--- src/hw/status_io_regs.svh ---
// Register offsets, reset values and sizes of the analyzer status and control block.
`ifndef STATUS_IO_REGS_SVH
`define STATUS_IO_REGS_SVH

// ****************************************************************
// Register byte offsets
// ****************************************************************
`define CONDITION_OFFSET 12'h000
`define PIN_STATE_OFFSET 12'h004
`define EVENT_OFFSET 12'h008
`define EVENT_MASK_OFFSET 12'h00C

// ****************************************************************
// Sizes and reset values
// ****************************************************************
`define CONDITION_WIDTH 12
`define CONDITION_RESET 12'h000
`define EVENT_COUNT 4
`define EVENT_RESET 4'h0
`define EVENT_MASK_RESET 4'h0
`define REMOTE_COUNT 2
`define SYNC_RESET 2'h0
`define READ_IDLE 32'h0000_0000

`endif

--- src/hw/status_io_pkg.sv ---
// Types shared by the analyzer status and control block.
package status_io_pkg;

    typedef enum logic [1:0] {
        RANGE_SINGLE,
        RANGE_DUAL,
        RANGE_AUTO
    } range_mode_type;

    typedef struct packed {
        logic conc2_above;
        logic conc1_above;
        logic warning_active;
        logic diag;
        logic span_cal_run;
        logic zero_cal_run;
        range_mode_type range_mode;
        logic in_high_range;
        logic hold_off;
        logic flow_fault;
        logic fault_present;
    } condition_type;

    typedef struct packed {
        logic spare_8;
        logic spare_7;
        logic service_mode_active;
        logic span_cal;
        logic zero_cal;
        logic high_range;
        logic conc_valid;
        logic system_ok;
    } status_pins_type;

    typedef struct packed {
        logic range_relay;
        logic conc2_relay;
        logic conc1_relay;
        logic health_relay;
    } relay_type;

    typedef struct packed {
        logic conc2_rise;
        logic conc1_rise;
        logic remote_span_rise;
        logic remote_zero_rise;
    } event_type;

    typedef enum {
        SELECT_CONDITION,
        SELECT_PIN_STATE,
        SELECT_EVENT,
        SELECT_EVENT_MASK,
        SELECT_NONE
    } register_select_type;

endpackage

--- src/hw/input_sync.sv ---
// Two-flop synchroniser for pin inputs.
`timescale 1ns/1ps
`include "status_io_regs.svh"

module input_sync #(
    parameter int WIDTH = `REMOTE_COUNT
) (
    input wire logic clock,
    input wire logic resetn,
    input wire logic [WIDTH-1:0] pin,
    output logic [WIDTH-1:0] level
);

    typedef struct packed {
        logic [WIDTH-1:0] first;
        logic [WIDTH-1:0] second;
    } sync_state_type;

    sync_state_type state;
    sync_state_type next_state;

    generate
        if (WIDTH < 1) begin : width_check
            $error("Synchroniser width must be at least one.");
        end
    endgenerate

    always_comb begin
        next_state.first = pin;
        next_state.second = state.first;
    end

    always_ff @(posedge clock or negedge resetn) begin
        if (!resetn) begin
            state <= '0;
        end else begin
            state <= next_state;
        end
    end

    assign level = state.second;

endmodule

--- src/hw/event_flags.sv ---
// Sticky event flags with write-one-to-clear, a mask and one level interrupt.
`timescale 1ns/1ps
`include "status_io_regs.svh"

module event_flags #(
    parameter int WIDTH = `EVENT_COUNT
) (
    input wire logic clock,
    input wire logic resetn,
    input wire logic [WIDTH-1:0] set,
    input wire logic [WIDTH-1:0] clear,
    input wire logic mask_write,
    input wire logic [WIDTH-1:0] mask_data,
    output logic [WIDTH-1:0] flags,
    output logic [WIDTH-1:0] mask,
    output logic interrupt
);

    typedef struct packed {
        logic [WIDTH-1:0] flags;
        logic [WIDTH-1:0] mask;
    } flag_state_type;

    flag_state_type state;
    flag_state_type next_state;

    generate
        if (WIDTH < 1) begin : width_check
            $error("Event width must be at least one.");
        end
    endgenerate

    // A set in the cycle of a clear wins, so no event is lost.
    always_comb begin
        next_state = state;
        next_state.flags = (state.flags & ~clear) | set;
        if (mask_write) begin
            next_state.mask = mask_data;
        end
    end

    always_ff @(posedge clock or negedge resetn) begin
        if (!resetn) begin
            state <= '0;
        end else begin
            state <= next_state;
        end
    end

    assign flags = state.flags;
    assign mask = state.mask;
    assign interrupt = |(state.flags & state.mask);

endmodule

--- src/hw/analyzer_status_control_io.sv ---
// Status outputs, remote calibration inputs and alarm relay drive of a gas analyzer, with an APB register slave.
`timescale 1ns/1ps
`include "status_io_regs.svh"

//
// Summary of operation
// [RULE1] The system-ok status output is on while no fault is present and off while any fault exists; it tracks fault_present only, not flow_fault.
// [RULE2] The concentration-valid output is on only while the reading is valid, off during hold-off or a flow fault.
// [RULE3] The high-range output is on while the unit runs in the high range of dual or automatic range mode.
// [RULE4] The zero-calibration output is on during a zero calibration and the span-calibration output during a span one.
// [RULE5] The service-mode output is on for as long as the instrument stays in diagnostic mode.
// [RULE6] While the remote zero input is held on, the unit is in zero calibration and shows the remote-zero indication.
// [RULE7] While the remote span input is held on and the remote zero input is off, the unit is in low-span calibration and shows that indication.
// [RULE8] Four relays carry the health signal, the two concentration alarms and the range bit.
// [RULE9] The first relay is energized while the instrument is healthy and no warning is active.
// [RULE10] The first relay is de-energized whenever a warning is active or diagnostic mode is entered.
// [RULE11] The first relay uses inverted sense so that a dead or unpowered unit looks like a fault.
// [RULE12] The second relay follows the first concentration set point without latching.
// [RULE13] The concentration warning stays latched after the relay releases until software clears it.
// [RULE14] With automatic ranging configured, the fourth relay is on while the reading is in the high range.
// [RULE15] Spare status outputs stay off and spare control inputs are ignored.
module analyzer_status_control_io
    import status_io_pkg::*;
#(
    parameter int ADDR_WIDTH = 12,
    parameter int SPARE_INPUTS = 4
) (
    input wire logic clock,
    input wire logic resetn,
    input wire logic psel,
    input wire logic penable,
    input wire logic pwrite,
    input wire logic [ADDR_WIDTH-1:0] paddr,
    input wire logic [31:0] pwdata,
    input wire logic [3:0] pstrb,
    output logic pready,
    output logic [31:0] prdata,
    output logic pslverr,
    input wire logic remote_zero_in,
    input wire logic remote_span_in,
    input wire logic [SPARE_INPUTS-1:0] spare_in,
    output status_pins_type status_pins,
    output relay_type relays,
    output logic remote_zero_indication,
    output logic remote_low_reference_indication,
    output logic conc_warning_latched,
    output logic interrupt
);

    // ****************************************************************
    // State
    // ****************************************************************
    typedef struct packed {
        condition_type condition;
        logic [31:0] read_data;
        logic slave_error;
        status_pins_type pins;
        relay_type relays;
        logic zero_indication;
        logic span_indication;
        logic remote_zero_last;
        logic remote_span_last;
        logic conc1_last;
        logic conc2_last;
    } block_state_type;

    block_state_type state;
    block_state_type next_state;

    logic [`REMOTE_COUNT-1:0] remote_level;
    logic [`EVENT_COUNT-1:0] event_flags_now;
    logic [`EVENT_COUNT-1:0] event_mask_now;
    event_type event_set;
    logic [`EVENT_COUNT-1:0] event_clear;
    logic mask_write;

    logic remote_zero;
    logic remote_span;
    logic zero_active;
    logic span_active;
    logic hold_active;
    logic warning_any;
    logic setup_phase;
    logic access_phase;
    register_select_type select_now;

    generate
        if (ADDR_WIDTH < 12 || ADDR_WIDTH > 32) begin : addr_check
            $error("APB address width must lie between 12 and 32.");
        end
        if (SPARE_INPUTS < 1) begin : spare_check
            $error("At least one spare input port is needed.");
        end
    endgenerate

    // ****************************************************************
    // Decoding
    // ****************************************************************
    function automatic register_select_type decode(input logic [ADDR_WIDTH-1:0] address);
        logic [11:0] offset;
        offset = address[11:0];
        if (address[ADDR_WIDTH-1:2] != (ADDR_WIDTH-2)'(offset[11:2])) begin
            decode = SELECT_NONE;
        end else if (offset == `CONDITION_OFFSET) begin
            decode = SELECT_CONDITION;
        end else if (offset == `PIN_STATE_OFFSET) begin
            decode = SELECT_PIN_STATE;
        end else if (offset == `EVENT_OFFSET) begin
            decode = SELECT_EVENT;
        end else if (offset == `EVENT_MASK_OFFSET) begin
            decode = SELECT_EVENT_MASK;
        end else begin
            decode = SELECT_NONE;
        end
    endfunction

    function automatic logic [31:0] lane_mask(input logic [3:0] strobes);
        logic [31:0] mask_bits;
        mask_bits = '0;
        for (int lane = 0; lane < 4; lane++) begin
            mask_bits[lane*8 +: 8] = {8{strobes[lane]}};
        end
        lane_mask = mask_bits;
    endfunction

    // ****************************************************************
    // Pin synchronisers and event flags
    // ****************************************************************
    // Spare inputs are deliberately left unread.
    input_sync #(
        .WIDTH(`REMOTE_COUNT)
    ) remote_sync (
        .clock(clock),
        .resetn(resetn),
        .pin({remote_span_in, remote_zero_in}),
        .level(remote_level)
    );

    event_flags #(
        .WIDTH(`EVENT_COUNT)
    ) events (
        .clock(clock),
        .resetn(resetn),
        .set(event_set),
        .clear(event_clear),
        .mask_write(mask_write),
        .mask_data(pwdata[`EVENT_COUNT-1:0]),
        .flags(event_flags_now),
        .mask(event_mask_now),
        .interrupt(interrupt)
    );

    // ****************************************************************
    // Bus phases
    // ****************************************************************
    assign setup_phase = psel && !penable;
    assign access_phase = psel && penable;
    assign select_now = decode(paddr);
    assign mask_write = access_phase && pwrite && (select_now == SELECT_EVENT_MASK) && pstrb[0];
    assign event_clear = (access_phase && pwrite && (select_now == SELECT_EVENT) && pstrb[0])
        ? pwdata[`EVENT_COUNT-1:0] : `EVENT_RESET;

    // ****************************************************************
    // Operating conditions
    // ****************************************************************
    // Remote zero has priority when the controller drives both inputs.
    assign remote_zero = remote_level[0]; // [RULE6]
    assign remote_span = remote_level[1] && !remote_level[0]; // [RULE7]
    assign zero_active = state.condition.zero_cal_run || remote_zero; // [RULE4] [RULE6]
    assign span_active = state.condition.span_cal_run || remote_span; // [RULE4] [RULE7]
    assign hold_active = state.condition.hold_off || zero_active || span_active;
    assign warning_any = state.condition.warning_active || conc_warning_latched;

    // The front-panel warning holds until software writes a one to its event bit.
    assign conc_warning_latched = event_flags_now[2] || event_flags_now[3]; // [RULE13]

    always_comb begin
        event_set = '0;
        event_set.remote_zero_rise = remote_zero && !state.remote_zero_last;
        event_set.remote_span_rise = remote_span && !state.remote_span_last;
        event_set.conc1_rise = state.condition.conc1_above && !state.conc1_last; // [RULE13]
        event_set.conc2_rise = state.condition.conc2_above && !state.conc2_last; // [RULE13]
    end

    // ****************************************************************
    // Next state
    // ****************************************************************
    always_comb begin
        logic [31:0] write_mask;
        logic [`CONDITION_WIDTH-1:0] merged;
        write_mask = lane_mask(pstrb);
        merged = state.condition;
        next_state = state;

        // Condition register write, honouring byte strobes.
        if (access_phase && pwrite && select_now == SELECT_CONDITION) begin
            merged = (state.condition & ~write_mask[`CONDITION_WIDTH-1:0])
                | (pwdata[`CONDITION_WIDTH-1:0] & write_mask[`CONDITION_WIDTH-1:0]);
            next_state.condition = condition_type'(merged);
        end

        // Read data and error are prepared in the setup cycle and shown in the access cycle.
        if (setup_phase) begin
            next_state.slave_error = (select_now == SELECT_NONE);
            unique case (select_now)
                SELECT_CONDITION: begin
                    next_state.read_data = {{(32 - `CONDITION_WIDTH){1'b0}}, state.condition};
                end
                SELECT_PIN_STATE: begin
                    next_state.read_data = {16'h0000, state.span_indication, state.zero_indication,
                        remote_level, state.relays, state.pins};
                end
                SELECT_EVENT: begin
                    next_state.read_data = {{(32 - `EVENT_COUNT){1'b0}}, event_flags_now};
                end
                SELECT_EVENT_MASK: begin
                    next_state.read_data = {{(32 - `EVENT_COUNT){1'b0}}, event_mask_now};
                end
                SELECT_NONE: begin
                    next_state.read_data = `READ_IDLE;
                end
            endcase
        end

        // Status connector.
        next_state.pins.system_ok = !state.condition.fault_present; // [RULE1]
        next_state.pins.conc_valid = !hold_active && !state.condition.flow_fault
            && !state.condition.fault_present; // [RULE2]
        next_state.pins.high_range = state.condition.in_high_range
            && (state.condition.range_mode == RANGE_DUAL || state.condition.range_mode == RANGE_AUTO); // [RULE3]
        next_state.pins.zero_cal = zero_active; // [RULE4]
        next_state.pins.span_cal = span_active; // [RULE4]
        next_state.pins.service_mode_active = state.condition.diag; // [RULE5]
        next_state.pins.spare_7 = 1'b0; // [RULE15]
        next_state.pins.spare_8 = 1'b0; // [RULE15]

        // Display mode indications.
        next_state.zero_indication = remote_zero; // [RULE6]
        next_state.span_indication = remote_span; // [RULE7]

        // Relay coils; a one energizes the coil, so an unpowered unit reads as a fault.
        next_state.relays.health_relay = !state.condition.fault_present && !warning_any
            && !state.condition.diag; // [RULE8] [RULE9] [RULE10] [RULE11]
        next_state.relays.conc1_relay = state.condition.conc1_above; // [RULE8] [RULE12]
        next_state.relays.conc2_relay = state.condition.conc2_above; // [RULE8]
        next_state.relays.range_relay = state.condition.in_high_range
            && state.condition.range_mode == RANGE_AUTO; // [RULE8] [RULE14]

        // Edge history for the event flags.
        next_state.remote_zero_last = remote_zero;
        next_state.remote_span_last = remote_span;
        next_state.conc1_last = state.condition.conc1_above;
        next_state.conc2_last = state.condition.conc2_above;
    end

    // ****************************************************************
    // Registers
    // ****************************************************************
    always_ff @(posedge clock or negedge resetn) begin
        if (!resetn) begin
            state.condition <= condition_type'(`CONDITION_RESET);
            state.read_data <= `READ_IDLE;
            state.slave_error <= 1'b0;
            state.pins <= '0;
            state.relays <= '0;
            state.zero_indication <= 1'b0;
            state.span_indication <= 1'b0;
            state.remote_zero_last <= 1'b0;
            state.remote_span_last <= 1'b0;
            state.conc1_last <= 1'b0;
            state.conc2_last <= 1'b0;
        end else begin
            state <= next_state;
        end
    end

    // ****************************************************************
    // Outputs
    // ****************************************************************
    // The slave never inserts wait states.
    assign pready = 1'b1;
    assign prdata = state.read_data;
    assign pslverr = state.slave_error && access_phase;
    assign status_pins = state.pins;
    assign relays = state.relays;
    assign remote_zero_indication = state.zero_indication;
    assign remote_low_reference_indication = state.span_indication;

endmodule

--- config.mk ---
export PLATFORM = sky130hd
export DESIGN_NAME = analyzer_status_control_io
export DESIGN_NICKNAME = d
export VERILOG_FILES = /design/src/hw/status_io_pkg.sv /design/src/hw/input_sync.sv /design/src/hw/event_flags.sv /design/src/hw/analyzer_status_control_io.sv
export VERILOG_INCLUDE_DIRS = /design/src /design/src/hw
export SDC_FILE = /design/constraint.sdc
export NUM_CORES = 1
export LEC_CHECK = 0
export BUFFER_PORTS_ARGS = -buffer_cell sky130_fd_sc_hd__buf_2
export CELL_PAD_IN_SITES_DETAIL_PLACEMENT = 1
export CELL_PAD_IN_SITES_GLOBAL_PLACEMENT = 1
export CORE_ASPECT_RATIO = 1.2
export CORE_MARGIN = 1.5
export CORE_UTILIZATION = 25
export DETAILED_ROUTE_END_ITERATION = 7
export PLACE_DENSITY = 0.7
export SETUP_SLACK_MARGIN = 0.5
export SKIP_CTS_REPAIR_TIMING = 1
export SLEW_MARGIN = 25
export SYNTH_ARGS = -nofsm -noshare
export SYNTH_HDL_FRONTEND = slang
export SYNTH_SLANG_ARGS = --single-unit
--- constraint.sdc ---
create_clock -name clock -period 1.19 [get_ports clock]
set_input_delay 0.238 -clock clock [delete_from_list [all_inputs] [get_ports clock]]
set_output_delay 0.238 -clock clock [all_outputs]
set_load 0.01 [all_outputs]
======== After elaboration in Yosys (flattened, before gate mapping) ========
Cells that the tools add are included.
word-level totals
  register bits ........................... 69
  ROM bits ................................ 0
  word-level logic and storage cells ...... 97
  latch bits .............................. 0
  output and inout port bits .............. 50
  memories kept ........................... 0
  bits in writable memories ............... 0
cells by class
  multiplexer cells ....................... 6
  shift-type cells ........................ 0
  $add $sub $neg .......................... 0
  order comparisons ....................... 0
  bitwise logic cells ..................... 8
  equal/unequal tests ..................... 12
  div/mod/pow operators ................... 0
  multipliers ............................. 0
  reduce and logical (&&, ||, !) cells .... 42
operators by type and width
  operator                                                           count
  32-bit one-hot mux with 5 select lines                             1
  32-bit by 3-bit == test with 1-bit output (second input constant)  3
  32-bit by 2-bit == test with 1-bit output (second input constant)  2
  32-bit zero test                                                   2
  32-bit two-way mux                                                 2
  32-bit by 1-bit == test with 1-bit output (second input constant)  1
  32-bit by 4-bit == test with 1-bit output (second input constant)  1
  12-bit AND                                                         2
  12-bit by 4-bit == test with 1-bit output (second input constant)  2
  1-bit logical AND                                                  20
  12-bit by 3-bit == test with 1-bit output (second input constant)  1
  12-bit zero test                                                   1
  12-bit NOT                                                         1
  12-bit OR                                                          1
  1-bit zero test                                                    11
  4-bit AND                                                          2
  1-bit logical OR                                                   7
  3-bit two-way mux                                                  2
  4-bit two-way mux                                                  1
  4-bit NOT                                                          1
  4-bit OR                                                           1
  4-bit OR reduction                                                 1
  2-bit by 1-bit == test with 1-bit output (second input constant)   1
  2-bit == test (second input constant)                              1

======== Longest topological paths before layout ========
Gate-level depths: netlist of run 1.
  depth in word-level cells ............... 12
  mapped depth ............................ 5
  mapped depth without buffers ............ 3

======== Cells and area by module ========
A second synthesis of run 1 with hierarchy kept.
second synthesis, totals
  cell total of the unflattened synthesis .. 225
  area total of the unflattened synthesis .. 2,591.2 µm²
modules (own cells, without submodules)
  module                      instances  sequential area each (µm²)  area each (µm²)  cells an instance
  analyzer_status_control_io  1          1,026.0                     2,182.1          198
  event_flags                 1          200.2                       309.0            23
  input_sync                  1          100.1                       100.1            4

======== Worst setup path before layout of run 1 ========
OpenSTA, ideal clock, no wires.
  path kind ............................... in2reg
  from .................................... input paddr[5]
  to ...................................... register (tool-made name)
  setup slack ............................. -0.713 ns
  arrival time ............................ 1.778 ns
  data required time ...................... 1.065 ns
  stages on the path ...................... 4
  setup time .............................. 0.125 ns
  path through ............................ or4_1 -> buf_6 -> nor4_4 -> mux2_2
RTL lines
  what         RTL line                          text
  from (decl)  analyzer_status_control_io.sv:33  input wire logic [ADDR_WIDTH-1:0] paddr,

==> impl_metrics.csv, run 1 <==
group,metric,value,unit
outcome,status,"finished, violations left",
outcome,violations,"negative hold slack, negative setup slack",
power_and_ir_drop,max-vdd-ir-drop,0.596,mV
power_and_ir_drop,power.internal,2.75,mW
yosys,yosysUniqueCellTypes,37,
yosys,syn_area_per_cell,12.8,sq um
floorplanning,die_w,96.1,microns
timing,fmax,630,MHz
final_layout,final-seq-area,0.00133,sq mm
grt,globalRoute.totalOverflow,0,
floorplanning,die_h,115,microns
placed_design,portBuffers,63,
power_and_ir_drop,finalPower,3.57,mW
power_and_ir_drop,cellPowerDensity,963,mW/mm^2
grt,grt_pass1_wl,10.8,mm
detailed_routing,viasPerCell,4.44,
yosys,synth_cells,204,
timing,hold_ws,-0.179,ns
timing,skew,0.00401,ns
detailed_routing,dr_wl_met2,3.92,mm
power_and_ir_drop,pwr-share-comb,9.4,%
clock_tree,clkLatencyLatePin,0.29,ns
floorplanning,core_area,0.0101,sq mm
clock_tree,cts_tree,"done",
critical_path,cp.arrival,1.76,ns
detailed_routing,dr_total_vias,1905,
power_and_ir_drop,swShare,22.9,%
power_and_ir_drop,seqPwrFrac,51.3,%
final_layout,final_cell_mix,"53 x dfrtp_1, 49 x buf_2, 49 x buf_4",
timing,setup_viol,39,
detailed_routing,top_layer,"met4",
final_layout,multi_input_area,0.00110,sq mm
placed_design,gp_congestion,0.820,
final_layout,diodes,0,
timing,fin_crit,1.59,ns
run,cap_violations,0,
floorplanning,rows,40,
floorplanning,die_area,0.0110,sq mm
final_layout,fillers,1083,
final_layout,fin_area,0.00370,sq mm
placed_design,placed_area,0.00316,sq mm
power_and_ir_drop,p_switching,816,uW
yosys,yosys_most_used_dff,"dfrtp_1",
clock_tree,clk_path_buf_depth,2,
yosys,synth-edff-count,0,
critical_path,required,1.36,ns
detailed_routing,wire_per_inst,17.1,microns
grt,grt_usage,13.2,%
detailed_routing,wl,7.32,mm
detailed_routing,drtAntennaViolNets,0,
clock_tree,cts_buffers,5,
detailed_routing,dr.pass1.iters,4,
final_layout,utilization,36.8,%
detailed_routing,drt_iter0_markers,72,
yosys,syn_area,0.00260,sq mm
final_layout,area_delta_synth_final,42.4,%
critical_path,end_kind,"flip-flop",
placed_design,dp_hpwl,5.30,mm
grt,antenna_found_initial,0,
timing,hold_violations,10,
critical_path,worstPathMaxFanout,8,
timing,setup_slack,-0.398,ns
yosys,yosys_register_bits,53,
critical_path,setup.worst_path.class,"primary input to flip-flop",
clock_tree,htreeDepth,2,
floorplanning,start_util,25.9,%
critical_path,worstSetupStartpointType,"primary input",
clock_tree,clock_sinks,53,
detailed_routing,met3_wirelength,371,microns
power_and_ir_drop,p_leak,1.92,nW
grt,grt_pass1_vias,2038,
yosys,synth_warnings,0,
yosys,async_reset_ff_share,100,%
detailed_routing,drc,0,
power_and_ir_drop,p_clk_share,39.3,%
floorplanning,boundaryPins,109,
final_layout,drive_gt1_share,58.4,%
timing,report.final.slew_viol_count,0,
timing,period_share,133,%
clock_tree,clock-root-buffer,"clkbuf_16",
hold_path,min_path_type,"primary input to async pin",
yosys,synth_seq_area_share,51.0,%
grt,grt_max_degree,44,
clock_tree,path_clk_slew,0.07,ns
final_layout,final_nets,362,
final_layout,final_common_cell,"dfrtp_1",
detailed_routing,wl_met1,2.87,mm
timing,rsz0062_at_grt,"yes",
final cells by class:
cell class                      count  area share [%]
Multi-Input combinational cell    107            29.7
Tap cell                          126            4.26
Inverter                           10            1.08
Clock buffer                        8            3.68
Sequential cell                    53            35.8
Timing Repair Buffer              125            25.5
final timing paths:
path | to | slack (ns) | cells past startpoint | from
min in group clock | remote_sync.next_state[0] | 0.05 | 1 | remote_zero_in
hold reg to reg | remote_sync.level[0] | 0.35 | 0 | remote_sync.next_state[0]
hold / removal | relays[0] | -0.18 | 1 | resetn
max in group asynchronous | prdata[12] | 0.85 | 2 | resetn
setup / recovery | flip-flop | -0.40 | 5 | paddr[6]
setup reg to reg | prdata[3] | -0.20 | 3 | events.flags[3]
worst max-delay path, cell delays in order:
cell	delay, ns
buf_6	0.09
or4_4	0.59
nor4_4	0.31
buf_6	0.21
mux2_4	0.32
through the flow:
step | instances | TNS (ns) | setup WS (ns)
after floorplan | 221 | -18.09 | -0.695
after global placement | 399 | -22.94 | -0.712
after detailed placement | 399 | -24.02 | -0.763
after CTS | 407 | -13.31 | -0.452
after global routing | 429 | -14.08 | -0.448
final | 429 | -12.37 | -0.398
logic make-up (layout without fill, tap and decap cells):
| group | Yosys count | after routing | share of synthesized area [%] |
|---|---|---|---|
| buffers and inverters | 61 | 143 | 16.1 |
| other | 2 | 19 | 0.289 |
| multiplexers | 20 | 20 | 10.4 |
| flip-flops | 53 | 53 | 51.0 |
| adder cells (fa/ha/maj) | 1 | 1 | 0.481 |
| AO/OA/AOI/OAI | 27 | 27 | 9.48 |
| AND/OR/NAND/NOR | 40 | 40 | 12.3 |
per-layer routing:
| metal | up-vias | GRT usage (%) |
|---|---|---|
| li1 | 873 | - |
| met1 | 966 | 15.0 |
| met2 | 56 | 23.6 |
| met3 | 10 | 2.65 |
| met4 | 0 | 5.78 |
| met5 | - | 0 |
power by group through the flow:
stage               registers, mW  logic (mW)  clock network (mW)
global placement             1.87       0.290                   0
finish                       1.83       0.335                1.40
floorplan                    1.86       0.184                   0
detailed placement           1.87       0.297                   0
global route                 1.83       0.364                1.48
CTS                          1.83       0.298                1.42
synthesized netlist by cell type (3+ instances only):
master    instances  share of area (%)
nor2_1            3               0.43
a221o_1           6                2.3
nand4_1           3               0.72
and2_0            8                1.9
dfrtp_1          53                 51
nor4_4            4                3.3
o41ai_1           4                1.3
buf_4            46                 13
inv_1            10                1.4
a22o_1            4                1.3
a32o_1            4                1.5
mux2_2           16                6.9
mux4_2            4                3.5
o221ai_1          4                1.3
nand2b_1          3               0.72
Power figures use the tool's default switching activity.
==> run 2, diff against run 1 <==
- ABC_CLOCK_PERIOD_IN_PS: default -> 1190
- CORE_UTILIZATION: 25 -> 33
- PLACE_DENSITY: 0.7 -> 0.86
==> run 2 against run 1 <==
  * Clock power fell by 28%
  * Final area fell by 2.7%
  * Routed wire length rose by 6.4%
  * Critical path type unchanged
  * Non-clock buffer count fell by 7
  * First-iteration DRC count rose by 63%
  * Sequential power barely moved
  * Cell count fell by 9.6%
  * The run still ends with negative hold slack, negative setup slack left
  * Clock skew rose by 0.0033 ns
  * Flip-flop and latch count did not move
==> impl_metrics.csv, run 2 (synthesis results as in run 1) <==
group,metric,value,unit
outcome,status,"finished, violations left",
outcome,violations,"negative hold slack, negative setup slack",
critical_path,r2r_end,"prdata[1]",
critical_path,path_cells,"buf_6 > or4_4 > nor4_4 > buf_6 > mux2_4",
critical_path,worstPathMaxFanout,8,
run,cap_violations,0,
power_and_ir_drop,max-vdd-ir-drop,0.546,mV
detailed_routing,dr_wl_met2,4.18,mm
grt,grt_usage,16.3,%
critical_path,end_kind,"flip-flop",
timing,tightest_slew,0.529,ns
hold_path,min_path_type,"primary input to async pin",
floorplanning,boundaryPins,109,
placed_design,gp_congestion,0.890,
detailed_routing,wl,7.79,mm
power_and_ir_drop,pwr-share-comb,11.1,%
floorplanning,die_area,0.00843,sq mm
clock_tree,path_clk_slew,0.10,ns
final_layout,final_nets,355,
power_and_ir_drop,p_switching,821,uW
timing,report.final.slew_viol_count,0,
power_and_ir_drop,swShare,25.6,%
clock_tree,clk_path_buf_depth,2,
placed_design,dp_cells,364,
timing,fin_crit,1.55,ns
placed_design,dp_hpwl,5.24,mm
power_and_ir_drop,seqPwrFrac,57.2,%
clock_tree,cts_buffers,5,
grt,grt_max_degree,41,
final_layout,diodes,0,
clock_tree,clkLatencyLatePin,0.32,ns
critical_path,reg2reg_slack,-0.17,ns
power_and_ir_drop,p_clk_share,31.7,%
floorplanning,die_w,84.1,microns
critical_path,required,1.39,ns
final_layout,drive_gt1_share,60.5,%
critical_path,critPathSlowestCell,"or4_4",
power_and_ir_drop,power.internal,2.38,mW
detailed_routing,wire_per_inst,20.1,microns
clock_tree,clock-root-buffer,"clkbuf_8",
power_and_ir_drop,p_leak,1.94,nW
detailed_routing,wl_met1,3.14,mm
detailed_routing,dr_total_vias,1941,
timing,hold_violations,13,
detailed_routing,viasPerCell,5.00,
grt,grt_pass1_wl,10.6,mm
floorplanning,start_util,33.9,%
detailed_routing,drt_iter0_markers,117,
power_and_ir_drop,cellPowerDensity,889,mW/mm^2
detailed_routing,met3_wirelength,338,microns
critical_path,worstSetupStartpointType,"primary input",
grt,antenna_found_initial,0,
timing,setup_slack,-0.360,ns
final_layout,final_cell_mix,"54 x buf_2, 51 x dfrtp_1, 35 x buf_4",
floorplanning,rows,35,
placed_design,portBuffers,63,
floorplanning,die_h,100,microns
detailed_routing,top_layer,"met4",
clock_tree,cts_tree,"done",
clock_tree,clock_sinks,53,
timing,relSlewSlack,64.5,%
critical_path,crit_family,"simple AND/OR/NAND/NOR gates",
timing,setup_viol,44,
critical_path,path_buf_inv,2,
grt,globalRoute.totalOverflow,0,
timing,skew,0.00733,ns
timing,rsz0062_at_grt,"yes",
timing,period_share,130,%
final_layout,area_delta_synth_final,38.5,%
timing,hold_ws,-0.192,ns
placed_design,dp_slack,-0.748,ns
grt,grt_pass1_vias,2007,
critical_path,worstSetupStartpoint,"paddr[6]",
critical_path,max_stage_delay,0.58,ns
detailed_routing,drc,0,
critical_path,path_common_cell,"buf_6",
floorplanning,core_area,0.00766,sq mm
detailed_routing,drtAntennaViolNets,0,
final_layout,final_common_cell,"buf_2",
critical_path,cp.arrival,1.75,ns
critical_path,setup.worst_path.class,"primary input to flip-flop",
critical_path,regToRegStartpoint,"events.flags[1]",
clock_tree,htreeDepth,2,
critical_path,reg2regPathDepth,3,
detailed_routing,dr.pass1.iters,4,
timing,fmax,645,MHz
final_layout,final_cells,388,
-- run 2: power groups by stage --
stage | combinational, mW | sequential, mW | clock [mW]
final | 0.356 | 1.83 | 1.01
after global routing | 0.382 | 1.83 | 1.08
after CTS | 0.302 | 1.83 | 1.01
after detailed placement | 0.300 | 1.87 | 0
after global placement | 0.289 | 1.86 | 0
after floorplan | 0.184 | 1.86 | 0
-- run 2: layer usage --
layer  vias up  track usage (%)
met5         -                0
met4         0             5.30
met3        10             3.04
met2        61             29.0
met1      1011             20.0
li1        859                -
-- run 2: cell type report --
class / count / area [sq um]
Clock buffer: 6 / 72.6
Clock inverter: 2 / 10.0
Fill cell: 800 / 4060
Inverter: 10 / 40.0
Multi-Input combinational cell: 107 / 1150
Sequential cell: 53 / 1330
Tap cell: 92 / 115
Timing Repair Buffer: 118 / 886
-- run 2: metrics by stage --
stage	utilization, %	hold WS, ns	TNS, ns	instance area, sq um	power [mW]
after global placement	40.6	0.157	-21.89	3110	2.15
after detailed placement	40.6	0.166	-23.31	3110	2.17
after CTS	41.7	-0.174	-11.65	3200	3.14
after global routing	47.0	-0.178	-12.11	3600	3.30
final	47.0	-0.192	-10.54	3600	3.20
after floorplan	-	-0.0576	-18.09	2860	2.05
-- run 2: how the worst max path moves through the flow --
| stage | end | cells past startpoint |
|---|---|---|
| 2_1_floorplan | flip-flop | 4 |
| 6_report | flip-flop | 5 |
| 4_1_cts | flip-flop | 5 |
| 3_5_place_dp | flip-flop | 5 |
| 3_3_place_gp | flip-flop | 5 |
| 5_1_grt | flip-flop | 5 |
-- run 2: worst register-to-register path: cells and delay by family (launching register included) --
family / cells / cell delay, ns
AOI/OAI and AO/OA: 1 / 0.24
buffers and inverters: 1 / 0.13
DFF: 1 / 0.42
muxes: 1 / 0.47
